`src/design/voice_cmd_pkg.sv`:
```
/*
 Shared constants for the serial command port of the voice recorder:
 opcodes, status word layout, transfer lengths, row limits and timing.
 Assumes a 100 MHz core clock and a host that acts as serial master.
*/
package voice_cmd_pkg;
   localparam int CLK_PERIOD_NS = 10;
   localparam int ROW_TIME_NS = 1000;
   localparam int ROW_CYCLES = (ROW_TIME_NS + CLK_PERIOD_NS - 1) / CLK_PERIOD_NS;
   localparam int XFER_BITS = 56;
   localparam logic [6:0] BITS_SHORT = 7'h10;
   localparam logic [6:0] BITS_APC = 7'h18;
   localparam logic [6:0] BITS_RANGED = 7'h38;
   localparam logic [6:0] BITS_CMD_LAST = 7'h07;
   localparam int LED_BIT = 4;
   localparam logic [7:0] LED_MASK = 8'hef;
   // Status word zero bit positions
   localparam int SR0_ERR = 0;
   localparam int SR0_FULL = 1;
   localparam int SR0_PU = 2;
   localparam int SR0_EOM = 3;
   localparam int SR0_INT = 4;
   localparam int SR0_ROW = 5;
   // Opcodes with the LED bit cleared
   localparam logic [7:0] CMD_POWER_UP = 8'h01;
   localparam logic [7:0] CMD_STOP = 8'h02;
   localparam logic [7:0] CMD_RESET = 8'h03;
   localparam logic [7:0] CMD_CLEAR_INT = 8'h04;
   localparam logic [7:0] CMD_RD_STATUS = 8'h05;
   localparam logic [7:0] CMD_POWER_DOWN = 8'h07;
   localparam logic [7:0] CMD_RD_IDENTITY = 8'h09;
   localparam logic [7:0] CMD_PLAY = 8'h40;
   localparam logic [7:0] CMD_RECORD = 8'h41;
   localparam logic [7:0] CMD_ERASE = 8'h42;
   localparam logic [7:0] CMD_GLOBAL_ERASE = 8'h43;
   localparam logic [7:0] CMD_FORWARD = 8'h48;
   localparam logic [7:0] CMD_READ_RECORD_POINTER_CMD = 8'h06;
   localparam logic [7:0] CMD_READ_PLAY_POINTER_CMD = 8'h08;
   localparam logic [7:0] CMD_RD_ANALOG = 8'h44;
   localparam logic [7:0] CMD_WR_ANALOG = 8'h45;
   localparam logic [7:0] CMD_STORE_NV = 8'h46;
   localparam logic [7:0] CMD_LOAD_NV = 8'h47;
   localparam logic [7:0] CMD_CHECK_MEM = 8'h49;
   localparam logic [7:0] CMD_RANGE_PLAY = 8'h80;
   localparam logic [7:0] CMD_RANGE_RECORD = 8'h81;
   localparam logic [7:0] CMD_RANGE_ERASE = 8'h82;
   // Rows and reset values
   localparam logic [10:0] ROW_FIRST_FREE = 11'h010;
   localparam logic [10:0] ROW_LAST = 11'h7ff;
   localparam logic [10:0] ROW_RESET = 11'h010;
   localparam logic [11:0] APC_RESET = 12'h000;
   // Identity byte, value arbitrary
   localparam logic [7:0] DEVICE_IDENT = 8'h5a;
   typedef enum logic [1:0] {OP_NONE, OP_PLAY, OP_REC, OP_ERASE} mem_op_t;
   typedef enum logic [1:0] {ST_IDLE = 2'b01, ST_RUN = 2'b10} eng_state_t;
endpackage

```
`src/design/voice_cmd_port.sv`:
```
/*
 Serial command port of the voice recorder: samples the host's select,
 clock and data pins, returns status bytes, decodes commands and runs
 the row engine for play, record and erase with a one-deep ranged queue.
 Assumes pins arrive asynchronously and the memory array logic shares CORE_CLK.
*/
module voice_cmd_port
   import voice_cmd_pkg::*;
(
   input wire logic CORE_CLK,
   input wire logic SYS_RST,
   input wire logic CLK_EN,
   input wire logic SS_N_PIN,
   input wire logic SCLK_PIN,
   input wire logic MOSI_PIN,
   input wire logic MEM_FULL_IN,
   input wire logic MEM_EOM_IN,
   output logic MISO,
   output logic MISO_OE,
   output logic INT_N,
   output logic LED,
   output logic MEM_PLAY,
   output logic MEM_REC,
   output logic MEM_ERASE,
   output logic MEM_EOM_WR,
   output logic [10:0] MEM_ROW
);
   logic [2:0] sync1_ff, sync2_ff, sync3_ff;
   logic ss_n, sclk, mosi, sel, ss_fall, ss_rise, sclk_rise, sclk_fall;
   logic [55:0] rx_ff, nxt_rx, tx_ff, nxt_tx;
   logic [6:0] rx_cnt_ff, nxt_rx_cnt, tx_cnt_ff, nxt_tx_cnt;
   logic miso_ff, nxt_miso, oe_ff, nxt_oe;
   logic err_ff, nxt_err, pu_ff, nxt_pu, eom_ff, nxt_eom, int_ff, nxt_int;
   logic int_n_ff, led_ff, nxt_led, led_cmd_ff, nxt_led_cmd;
   logic play_ff, rec_ff, erase_ff, eom_wr_ff, nxt_eom_wr;
   eng_state_t state_ff, nxt_state;
   mem_op_t op_ff, nxt_op, q_op_ff, nxt_q_op, go_op;
   logic ranged_ff, nxt_ranged, q_valid_ff, nxt_q_valid, go, go_ranged, stop;
   logic [10:0] cur_ff, nxt_cur, end_ff, nxt_end, q_lo_ff, nxt_q_lo, q_hi_ff, nxt_q_hi;
   logic [10:0] go_lo, go_hi, rec_ptr_ff, nxt_rec_ptr, play_ptr_ff, nxt_play_ptr;
   logic [11:0] apc_ff, nxt_apc, nv_ff, nxt_nv;
   logic [15:0] tmr_ff, nxt_tmr;
   logic [15:0] sr0;
   logic [7:0] sr1, cmd, cmd_now;
   logic row_tick, last_row, mismatch;

   // Two-flop synchronisers plus a third stage for edge finding
   always_ff @(posedge CORE_CLK) begin
      if (SYS_RST) begin
         sync1_ff <= 3'h3;
         sync2_ff <= 3'h3;
         sync3_ff <= 3'h3;
      end else if (CLK_EN) begin
         sync1_ff <= {MOSI_PIN, SCLK_PIN, SS_N_PIN};
         sync2_ff <= sync1_ff;
         sync3_ff <= sync2_ff;
      end
   end

   assign ss_n = sync2_ff[0];
   assign sclk = sync2_ff[1];
   assign mosi = sync2_ff[2];
   assign sel = ~ss_n;
   assign ss_fall = CLK_EN & sync3_ff[0] & ~ss_n;
   assign ss_rise = CLK_EN & ~sync3_ff[0] & ss_n;
   assign sclk_rise = CLK_EN & sel & ~sync3_ff[1] & sclk;
   assign sclk_fall = CLK_EN & sel & sync3_ff[1] & ~sclk;
   assign sr0 = {cur_ff, int_ff, eom_ff, pu_ff, MEM_FULL_IN, err_ff};
   assign sr1 = {7'h00, (state_ff == ST_IDLE) | ~q_valid_ff};
   assign cmd = rx_ff[7:0] & LED_MASK;
   assign row_tick = CLK_EN & (state_ff == ST_RUN) & (tmr_ff >= 16'(ROW_CYCLES - 1)) & ~ss_rise;
   assign last_row = (cur_ff == end_ff) | (op_ff == OP_PLAY & MEM_EOM_IN & ~q_valid_ff);

   always_comb begin
      nxt_rx = rx_ff;
      nxt_tx = tx_ff;
      nxt_rx_cnt = rx_cnt_ff;
      nxt_tx_cnt = tx_cnt_ff;
      nxt_miso = miso_ff;
      nxt_oe = sel;
      nxt_err = err_ff;
      nxt_pu = pu_ff;
      nxt_eom = eom_ff;
      nxt_int = int_ff;
      nxt_state = state_ff;
      nxt_op = op_ff;
      nxt_q_op = q_op_ff;
      nxt_ranged = ranged_ff;
      nxt_q_valid = q_valid_ff;
      nxt_cur = cur_ff;
      nxt_end = end_ff;
      nxt_q_lo = q_lo_ff;
      nxt_q_hi = q_hi_ff;
      nxt_rec_ptr = rec_ptr_ff;
      nxt_play_ptr = play_ptr_ff;
      nxt_apc = apc_ff;
      nxt_nv = nv_ff;
      nxt_led_cmd = led_cmd_ff;
      nxt_eom_wr = 1'b0;
      nxt_tmr = (state_ff == ST_RUN) ? tmr_ff + 16'h0001 : 16'h0000;
      cmd_now = {mosi, rx_ff[6:0]} & LED_MASK;
      go = 1'b0;
      go_ranged = 1'b0;
      go_op = OP_NONE;
      go_lo = rx_ff[26:16];
      go_hi = rx_ff[42:32];
      stop = 1'b0;
      mismatch = 1'b0;
      // Load status for the return stream at the start of a transaction
      if (ss_fall) begin
         nxt_rx_cnt = 7'h00;
         nxt_tx_cnt = 7'h00;
         nxt_tx = {sr0[7:0], sr0, sr0, sr0};
      end
      if (sclk_rise && rx_cnt_ff < 7'(XFER_BITS)) begin
         nxt_rx[rx_cnt_ff[5:0]] = mosi;
         nxt_rx_cnt = rx_cnt_ff + 7'h01;
         if (rx_cnt_ff == BITS_CMD_LAST) begin
            case (cmd_now)
               CMD_RD_STATUS: nxt_tx[31:16] = {8'h00, sr1};
               CMD_RD_IDENTITY: nxt_tx[31:16] = {8'h00, DEVICE_IDENT};
               CMD_READ_RECORD_POINTER_CMD: nxt_tx[31:16] = {5'h00, rec_ptr_ff};
               CMD_READ_PLAY_POINTER_CMD: nxt_tx[31:16] = {5'h00, play_ptr_ff};
               CMD_RD_ANALOG: nxt_tx[31:16] = {4'h0, apc_ff};
               default: nxt_tx[31:16] = sr0;
            endcase
         end
      end
      if (sclk_fall) begin
         nxt_miso = (tx_cnt_ff < 7'(XFER_BITS)) ? tx_ff[tx_cnt_ff[5:0]] : 1'b0;
         if (tx_cnt_ff < 7'(XFER_BITS)) nxt_tx_cnt = tx_cnt_ff + 7'h01;
      end
      // Row engine steps one row per row time
      if (row_tick) begin
         nxt_tmr = 16'h0000;
         if (last_row) begin
            nxt_int = 1'b1;
            if (op_ff == OP_REC && ranged_ff) nxt_eom_wr = 1'b1;
            if (op_ff == OP_PLAY && MEM_EOM_IN && !q_valid_ff) nxt_eom = 1'b1;
            if (op_ff == OP_REC) nxt_rec_ptr = cur_ff + 11'h001;
            if (op_ff == OP_PLAY) nxt_play_ptr = cur_ff;
            if (q_valid_ff) begin
               nxt_cur = q_lo_ff;
               nxt_end = q_hi_ff;
               nxt_q_valid = 1'b0;
            end else begin
               nxt_state = ST_IDLE;
            end
         end else begin
            nxt_cur = cur_ff + 11'h001;
         end
      end
      // Act on commands only once select returns high; read data was already picked on the eighth bit
      if (ss_rise) begin
         nxt_err = 1'b0;
         if (rx_cnt_ff < BITS_SHORT) begin
            nxt_err = 1'b1;
         end else begin
            case (cmd)
               CMD_POWER_UP: nxt_pu = 1'b1;
               CMD_POWER_DOWN: begin
                  nxt_pu = 1'b0;
                  stop = 1'b1;
               end
               CMD_STOP: stop = 1'b1;
               CMD_RESET: begin
                  stop = 1'b1;
                  nxt_rec_ptr = ROW_RESET;
                  nxt_play_ptr = ROW_RESET;
               end
               CMD_CLEAR_INT: begin
                  nxt_int = 1'b0;
                  nxt_eom = 1'b0;
               end
               CMD_RD_STATUS, CMD_RD_IDENTITY: nxt_err = 1'b0;
               default: begin
                  if (!pu_ff) begin
                     nxt_err = 1'b1;
                  end else begin
                     case (cmd)
                        CMD_PLAY: begin
                           go = 1'b1;
                           go_op = OP_PLAY;
                           go_lo = play_ptr_ff;
                           go_hi = ROW_LAST;
                        end
                        CMD_RECORD: begin
                           go = 1'b1;
                           go_op = OP_REC;
                           go_lo = rec_ptr_ff;
                           go_hi = ROW_LAST;
                        end
                        CMD_ERASE: begin
                           go = 1'b1;
                           go_op = OP_ERASE;
                           go_lo = play_ptr_ff;
                           go_hi = play_ptr_ff;
                        end
                        CMD_GLOBAL_ERASE: begin
                           go = 1'b1;
                           go_op = OP_ERASE;
                           go_lo = ROW_FIRST_FREE;
                           go_hi = ROW_LAST;
                        end
                        CMD_FORWARD: begin
                           nxt_play_ptr = play_ptr_ff + 11'h001;
                           nxt_int = 1'b1;
                        end
                        CMD_READ_RECORD_POINTER_CMD, CMD_READ_PLAY_POINTER_CMD, CMD_RD_ANALOG: nxt_err = 1'b0;
                        CMD_WR_ANALOG: begin
                           if (rx_cnt_ff < BITS_APC) nxt_err = 1'b1;
                           else nxt_apc = rx_ff[19:8];
                        end
                        CMD_STORE_NV: nxt_nv = apc_ff;
                        CMD_LOAD_NV: nxt_apc = nv_ff;
                        CMD_CHECK_MEM: nxt_int = 1'b1;
                        CMD_RANGE_PLAY, CMD_RANGE_RECORD, CMD_RANGE_ERASE: begin
                           go = rx_cnt_ff >= BITS_RANGED;
                           go_ranged = 1'b1;
                           nxt_err = rx_cnt_ff < BITS_RANGED;
                           go_op = (cmd == CMD_RANGE_PLAY) ? OP_PLAY :
                                   (cmd == CMD_RANGE_RECORD) ? OP_REC : OP_ERASE;
                        end
                        default: nxt_err = 1'b1;
                     endcase
                  end
               end
            endcase
         end
         if (stop) begin
            nxt_state = ST_IDLE;
            nxt_q_valid = 1'b0;
         end else if (go && state_ff == ST_IDLE) begin
            nxt_state = ST_RUN;
            nxt_op = go_op;
            nxt_ranged = go_ranged;
            nxt_cur = go_lo;
            nxt_end = go_hi;
            nxt_tmr = 16'h0000;
            nxt_led_cmd = rx_ff[LED_BIT];
         end else if (go && go_ranged && ranged_ff && go_op == op_ff && !q_valid_ff) begin
            nxt_q_valid = 1'b1;
            nxt_q_lo = go_lo;
            nxt_q_hi = go_hi;
            nxt_q_op = go_op;
         end else if (go) begin
            mismatch = 1'b1;
            nxt_err = 1'b1;
         end
      end
      nxt_led = (nxt_state == ST_RUN) & nxt_led_cmd;
   end

   always_ff @(posedge CORE_CLK) begin
      if (SYS_RST) begin
         rx_ff <= '0;
         tx_ff <= '0;
         rx_cnt_ff <= 7'h00;
         tx_cnt_ff <= 7'h00;
         miso_ff <= 1'b0;
         oe_ff <= 1'b0;
         err_ff <= 1'b0;
         pu_ff <= 1'b0;
         eom_ff <= 1'b0;
         int_ff <= 1'b0;
         int_n_ff <= 1'b1;
         state_ff <= ST_IDLE;
         op_ff <= OP_NONE;
         q_op_ff <= OP_NONE;
         ranged_ff <= 1'b0;
         q_valid_ff <= 1'b0;
         cur_ff <= ROW_RESET;
         end_ff <= ROW_RESET;
         q_lo_ff <= ROW_RESET;
         q_hi_ff <= ROW_RESET;
         rec_ptr_ff <= ROW_RESET;
         play_ptr_ff <= ROW_RESET;
         apc_ff <= APC_RESET;
         nv_ff <= APC_RESET;
         tmr_ff <= 16'h0000;
         led_cmd_ff <= 1'b0;
         led_ff <= 1'b0;
         play_ff <= 1'b0;
         rec_ff <= 1'b0;
         erase_ff <= 1'b0;
         eom_wr_ff <= 1'b0;
      end else if (CLK_EN) begin
         rx_ff <= nxt_rx;
         tx_ff <= nxt_tx;
         rx_cnt_ff <= nxt_rx_cnt;
         tx_cnt_ff <= nxt_tx_cnt;
         miso_ff <= nxt_miso;
         oe_ff <= nxt_oe;
         err_ff <= nxt_err;
         pu_ff <= nxt_pu;
         eom_ff <= nxt_eom;
         int_ff <= nxt_int;
         int_n_ff <= ~nxt_int;
         state_ff <= nxt_state;
         op_ff <= nxt_op;
         q_op_ff <= nxt_q_op;
         ranged_ff <= nxt_ranged;
         q_valid_ff <= nxt_q_valid;
         cur_ff <= nxt_cur;
         end_ff <= nxt_end;
         q_lo_ff <= nxt_q_lo;
         q_hi_ff <= nxt_q_hi;
         rec_ptr_ff <= nxt_rec_ptr;
         play_ptr_ff <= nxt_play_ptr;
         apc_ff <= nxt_apc;
         nv_ff <= nxt_nv;
         tmr_ff <= nxt_tmr;
         led_cmd_ff <= nxt_led_cmd;
         led_ff <= nxt_led;
         play_ff <= (nxt_state == ST_RUN) & (nxt_op == OP_PLAY);
         rec_ff <= (nxt_state == ST_RUN) & (nxt_op == OP_REC);
         erase_ff <= (nxt_state == ST_RUN) & (nxt_op == OP_ERASE);
         eom_wr_ff <= nxt_eom_wr;
      end
   end

   assign MISO = miso_ff;
   assign MISO_OE = oe_ff;
   assign INT_N = int_n_ff;
   assign LED = led_ff;
   assign MEM_PLAY = play_ff;
   assign MEM_REC = rec_ff;
   assign MEM_ERASE = erase_ff;
   assign MEM_EOM_WR = eom_wr_ff;
   assign MEM_ROW = cur_ff;
endmodule

```
`config.mk`:
```
export PLATFORM = sky130hd
export DESIGN_NAME = voice_cmd_port
export DESIGN_NICKNAME = d
export VERILOG_FILES = /design/src/design/voice_cmd_pkg.sv /design/src/design/voice_cmd_port.sv
export SDC_FILE = /design/constraint.sdc
export NUM_CORES = 1
export LEC_CHECK = 0
export ABC_AREA = 1
export BUFFER_PORTS_ARGS = -buffer_cell sky130_fd_sc_hd__buf_2
export CORE_AREA = 10 10 175 161
export CTS_CLUSTER_DIAMETER = 30
export DETAILED_ROUTE_END_ITERATION = 8
export DIE_AREA = 0 0 185 171
export GPL_ROUTABILITY_DRIVEN = 0
export PLACE_DENSITY_LB_ADDON = 0.12
export SKIP_CTS_REPAIR_TIMING = 1
export SYNTH_ARGS = -nofsm -noshare
export SYNTH_HDL_FRONTEND = slang
export SYNTH_SLANG_ARGS = --single-unit
```
`constraint.sdc`:
```
create_clock -name CORE_CLK -period 4.1 [get_ports CORE_CLK]
set_input_delay 0.205 -clock CORE_CLK [delete_from_list [all_inputs] [get_ports CORE_CLK]]
set_output_delay 0.205 -clock CORE_CLK [all_outputs]
set_load 0.02 [all_outputs]
```
==> metrics <==
worst rel slew slack 0.333; Inserted Clock Buffers 52; Placement Cell Area 0.0122 sq mm; Core Util, Final 0.571; Syn Nets 1778; Pleak 5.39 nW; Reg-to-Reg Start tmr_ff[0]; Max-cap violations 0; Avg Inst Size Synth 6.81 sq um; fin crit share 0.766; P&R area growth vs syn 17.1%; final worst setup slack 961 ps; port bufs 26; core footprint 0.0246 sq mm; worst clock skew 25.4 ps; register area share after synthesis 0.361; Final Slew Violations 0; Tightest Pin Transition 997 ps; number of antenna violations at the first check in global routing 0; Finished Layout Cells 2114; via count 12192; RSZ-0062 raised after global routing no; drt drc 0; area of the multi-input gates 0.00647 sq mm; clk_lat worst skew 550 ps; fill count 2429; gr usage total 0.249; Tightest Hold Check Type input port to register; ANT cells 0; final hold violations 0; largest net degree at the start of global routing 66; Initial Util 0.488; clk root buf clkbuf_16; Worst Hold Path Cells 3; status finished, final reports clean; fmax 319 MHz; Worst Hold Launch MEM_FULL_IN; synth warn 0; Cell variety after synth 51; kind of critical path register to register; area leader, netlist dfxtp_1; pwr dens 479 mW/mm^2; Tot Pwr 6.74 mW; first-pass GRT wire length 62.7 mm; clock-pin slew on the worst setup and hold paths 50 ps; Tmin final 3140 ps; # IOs 27; post-route ant nets 0; die extent in y 171 um; Sink Count 217; register-to-register setup slack 960 ps; Worst Hold Path EP tx_ff[49]; Critical Path Start Type register; FF+latch area 0.00434 sq mm; Crit path required time 4550 ps; number of synthesized register bits 217; number of synthesized flops with an enable pin 0; crit path max fanout 23; CTS tree built; setup TNS 0 ps; pre-CTS setup slack 1130 ps; Syn Inst Count 1765; CP arrival 3590 ps; ys async rst share 0; Yosys top cell area share 0.361; Die W 185 um; Post-DP HPWL 27.4 mm; drt initial violations 1392; reg2reg end play_ptr_ff[4]; Longest Clk Path Bufs 3; Synth Cell Area 0.0120 sq mm; layout cells sized above 1 0.110; Routed WL 39.9 mm; endpoints failing setup 0; H-tree depth 2; crit path from tmr_ff[0]; largest cells by area after synthesis dfxtp_1 (36%), nand2_1 (12%), a21oi_1 (7.7%), o21ai_0 (6.0%), inv_1 (5.5%); Most used DFF post-synth dfxtp_1; placed cells 2018; grt total ovfl 0; post-route design area 0.0141 sq mm; Worst VDD drop 0.326 mV; Die Area 0.0316 sq mm; vias per cell 5.77; DRT Pass-1 Iters 6; Core Rows 55; crit path capture type register; hold slack final 0.220 ps; vias in the first global route 11113; Reg2Reg Depth 14; nets@finish 1775; DR WL/cell 18.9 um
==> layout make-up <==
class	instances	area share
Multi-Input combinational cell	1250	0.460
Sequential cell	217	0.309
Clock buffer	73	0.110
Inverter	196	0.0523
Tap cell	313	0.0278
Clock inverter	20	0.0222
Timing Repair Buffer	45	0.0201
==> per-layer routing <==
metal	up-vias	GRT usage	routed length, um
met3	87	0.0503	3210
met1	5592	0.341	18000
met2	511	0.373	17300
met5	-	0	0
met4	0	0.0968	1310
li1	6002	-	-
==> worst max-delay path by stage <==
stage	end	slack (ps)	cells after the start
after detailed placement	end_ff[5]	1130	10
after floorplan	rec_ptr_ff[10]	2140	12
final	play_ptr_ff[4]	960	14
after global placement	tx_ff[16]	1170	10
after global routing	play_ptr_ff[4]	740	14
after CTS	end_ff[7]	1130	10
==> layout by cell type (no fill, tap or decap), types with 18 or more instances in the layout <==
master,n
nand2_1,387
dfxtp_1,217
a21oi_1,184
inv_1,176
o21ai_0,145
nor2_1,143
nand3_1,85
clkbuf_16,53
nor3_1,29
a311oi_1,29
buf_2,25
o211ai_1,24
a211oi_1,20
o21a_1,20
a31oi_1,20
inv_2,18
==> cell usage after synthesis, types with 11 or more instances <==
master	instances
a211oi_1	20
a211oi_2	12
a21oi_1	184
a311oi_1	29
a31oi_1	20
buf_2	21
clkbuf_1	64
dfxtp_1	217
inv_1	177
inv_2	17
nand2_1	387
nand3_1	85
nand4_1	12
nor2_1	144
nor3_1	29
o211ai_1	24
o21a_1	20
o21ai_0	145
o21ai_1	11
o221ai_1	17
xor2_1	16
==> power breakdown <==
part	switching (mW)	leakage (nW)	internal, mW
clock network	1.24	0.915	3.08
logic	0.179	2.72	0.0640
registers	0.0313	1.76	2.14
==> cells by family (layout without fill, tap and decap cells) <==
logic type      Yosys count  after routing  share of synthesized area
compound gates          516            516                      0.261
xor+xnor                 24             24                     0.0181
fa+ha+maj                 5              5                    0.00521
buf+inv                 298            334                      0.101
flops                   217            217                      0.361
simple gates            705            705                      0.254
==> worst max-delay path: stages, from the launching register on <==
cell     delay, ps
dfxtp_1        370
ha_1           180
nor2_1          50
nand3_1         60
nand2_1         50
nand3_1        160
nand2_2        170
inv_1          670
nand3_1        170
buf_4          250
o21ai_0        550
nand2_1        110
nand3_1        100
inv_1           40
o21ai_0        120
==> flip-flops by register name (all words and copies together), names as in the netlist, 11 cells and up <==
signal and count:
end_ff 11, q_lo_ff 11, rx_ff 38, tmr_ff 16, tx_ff 32, apc_ff 12, rec_ptr_ff 11, play_ptr_ff 11
MEM_ROW 11, q_hi_ff 11, nv_ff 12
Power figures use the tool's default switching activity.
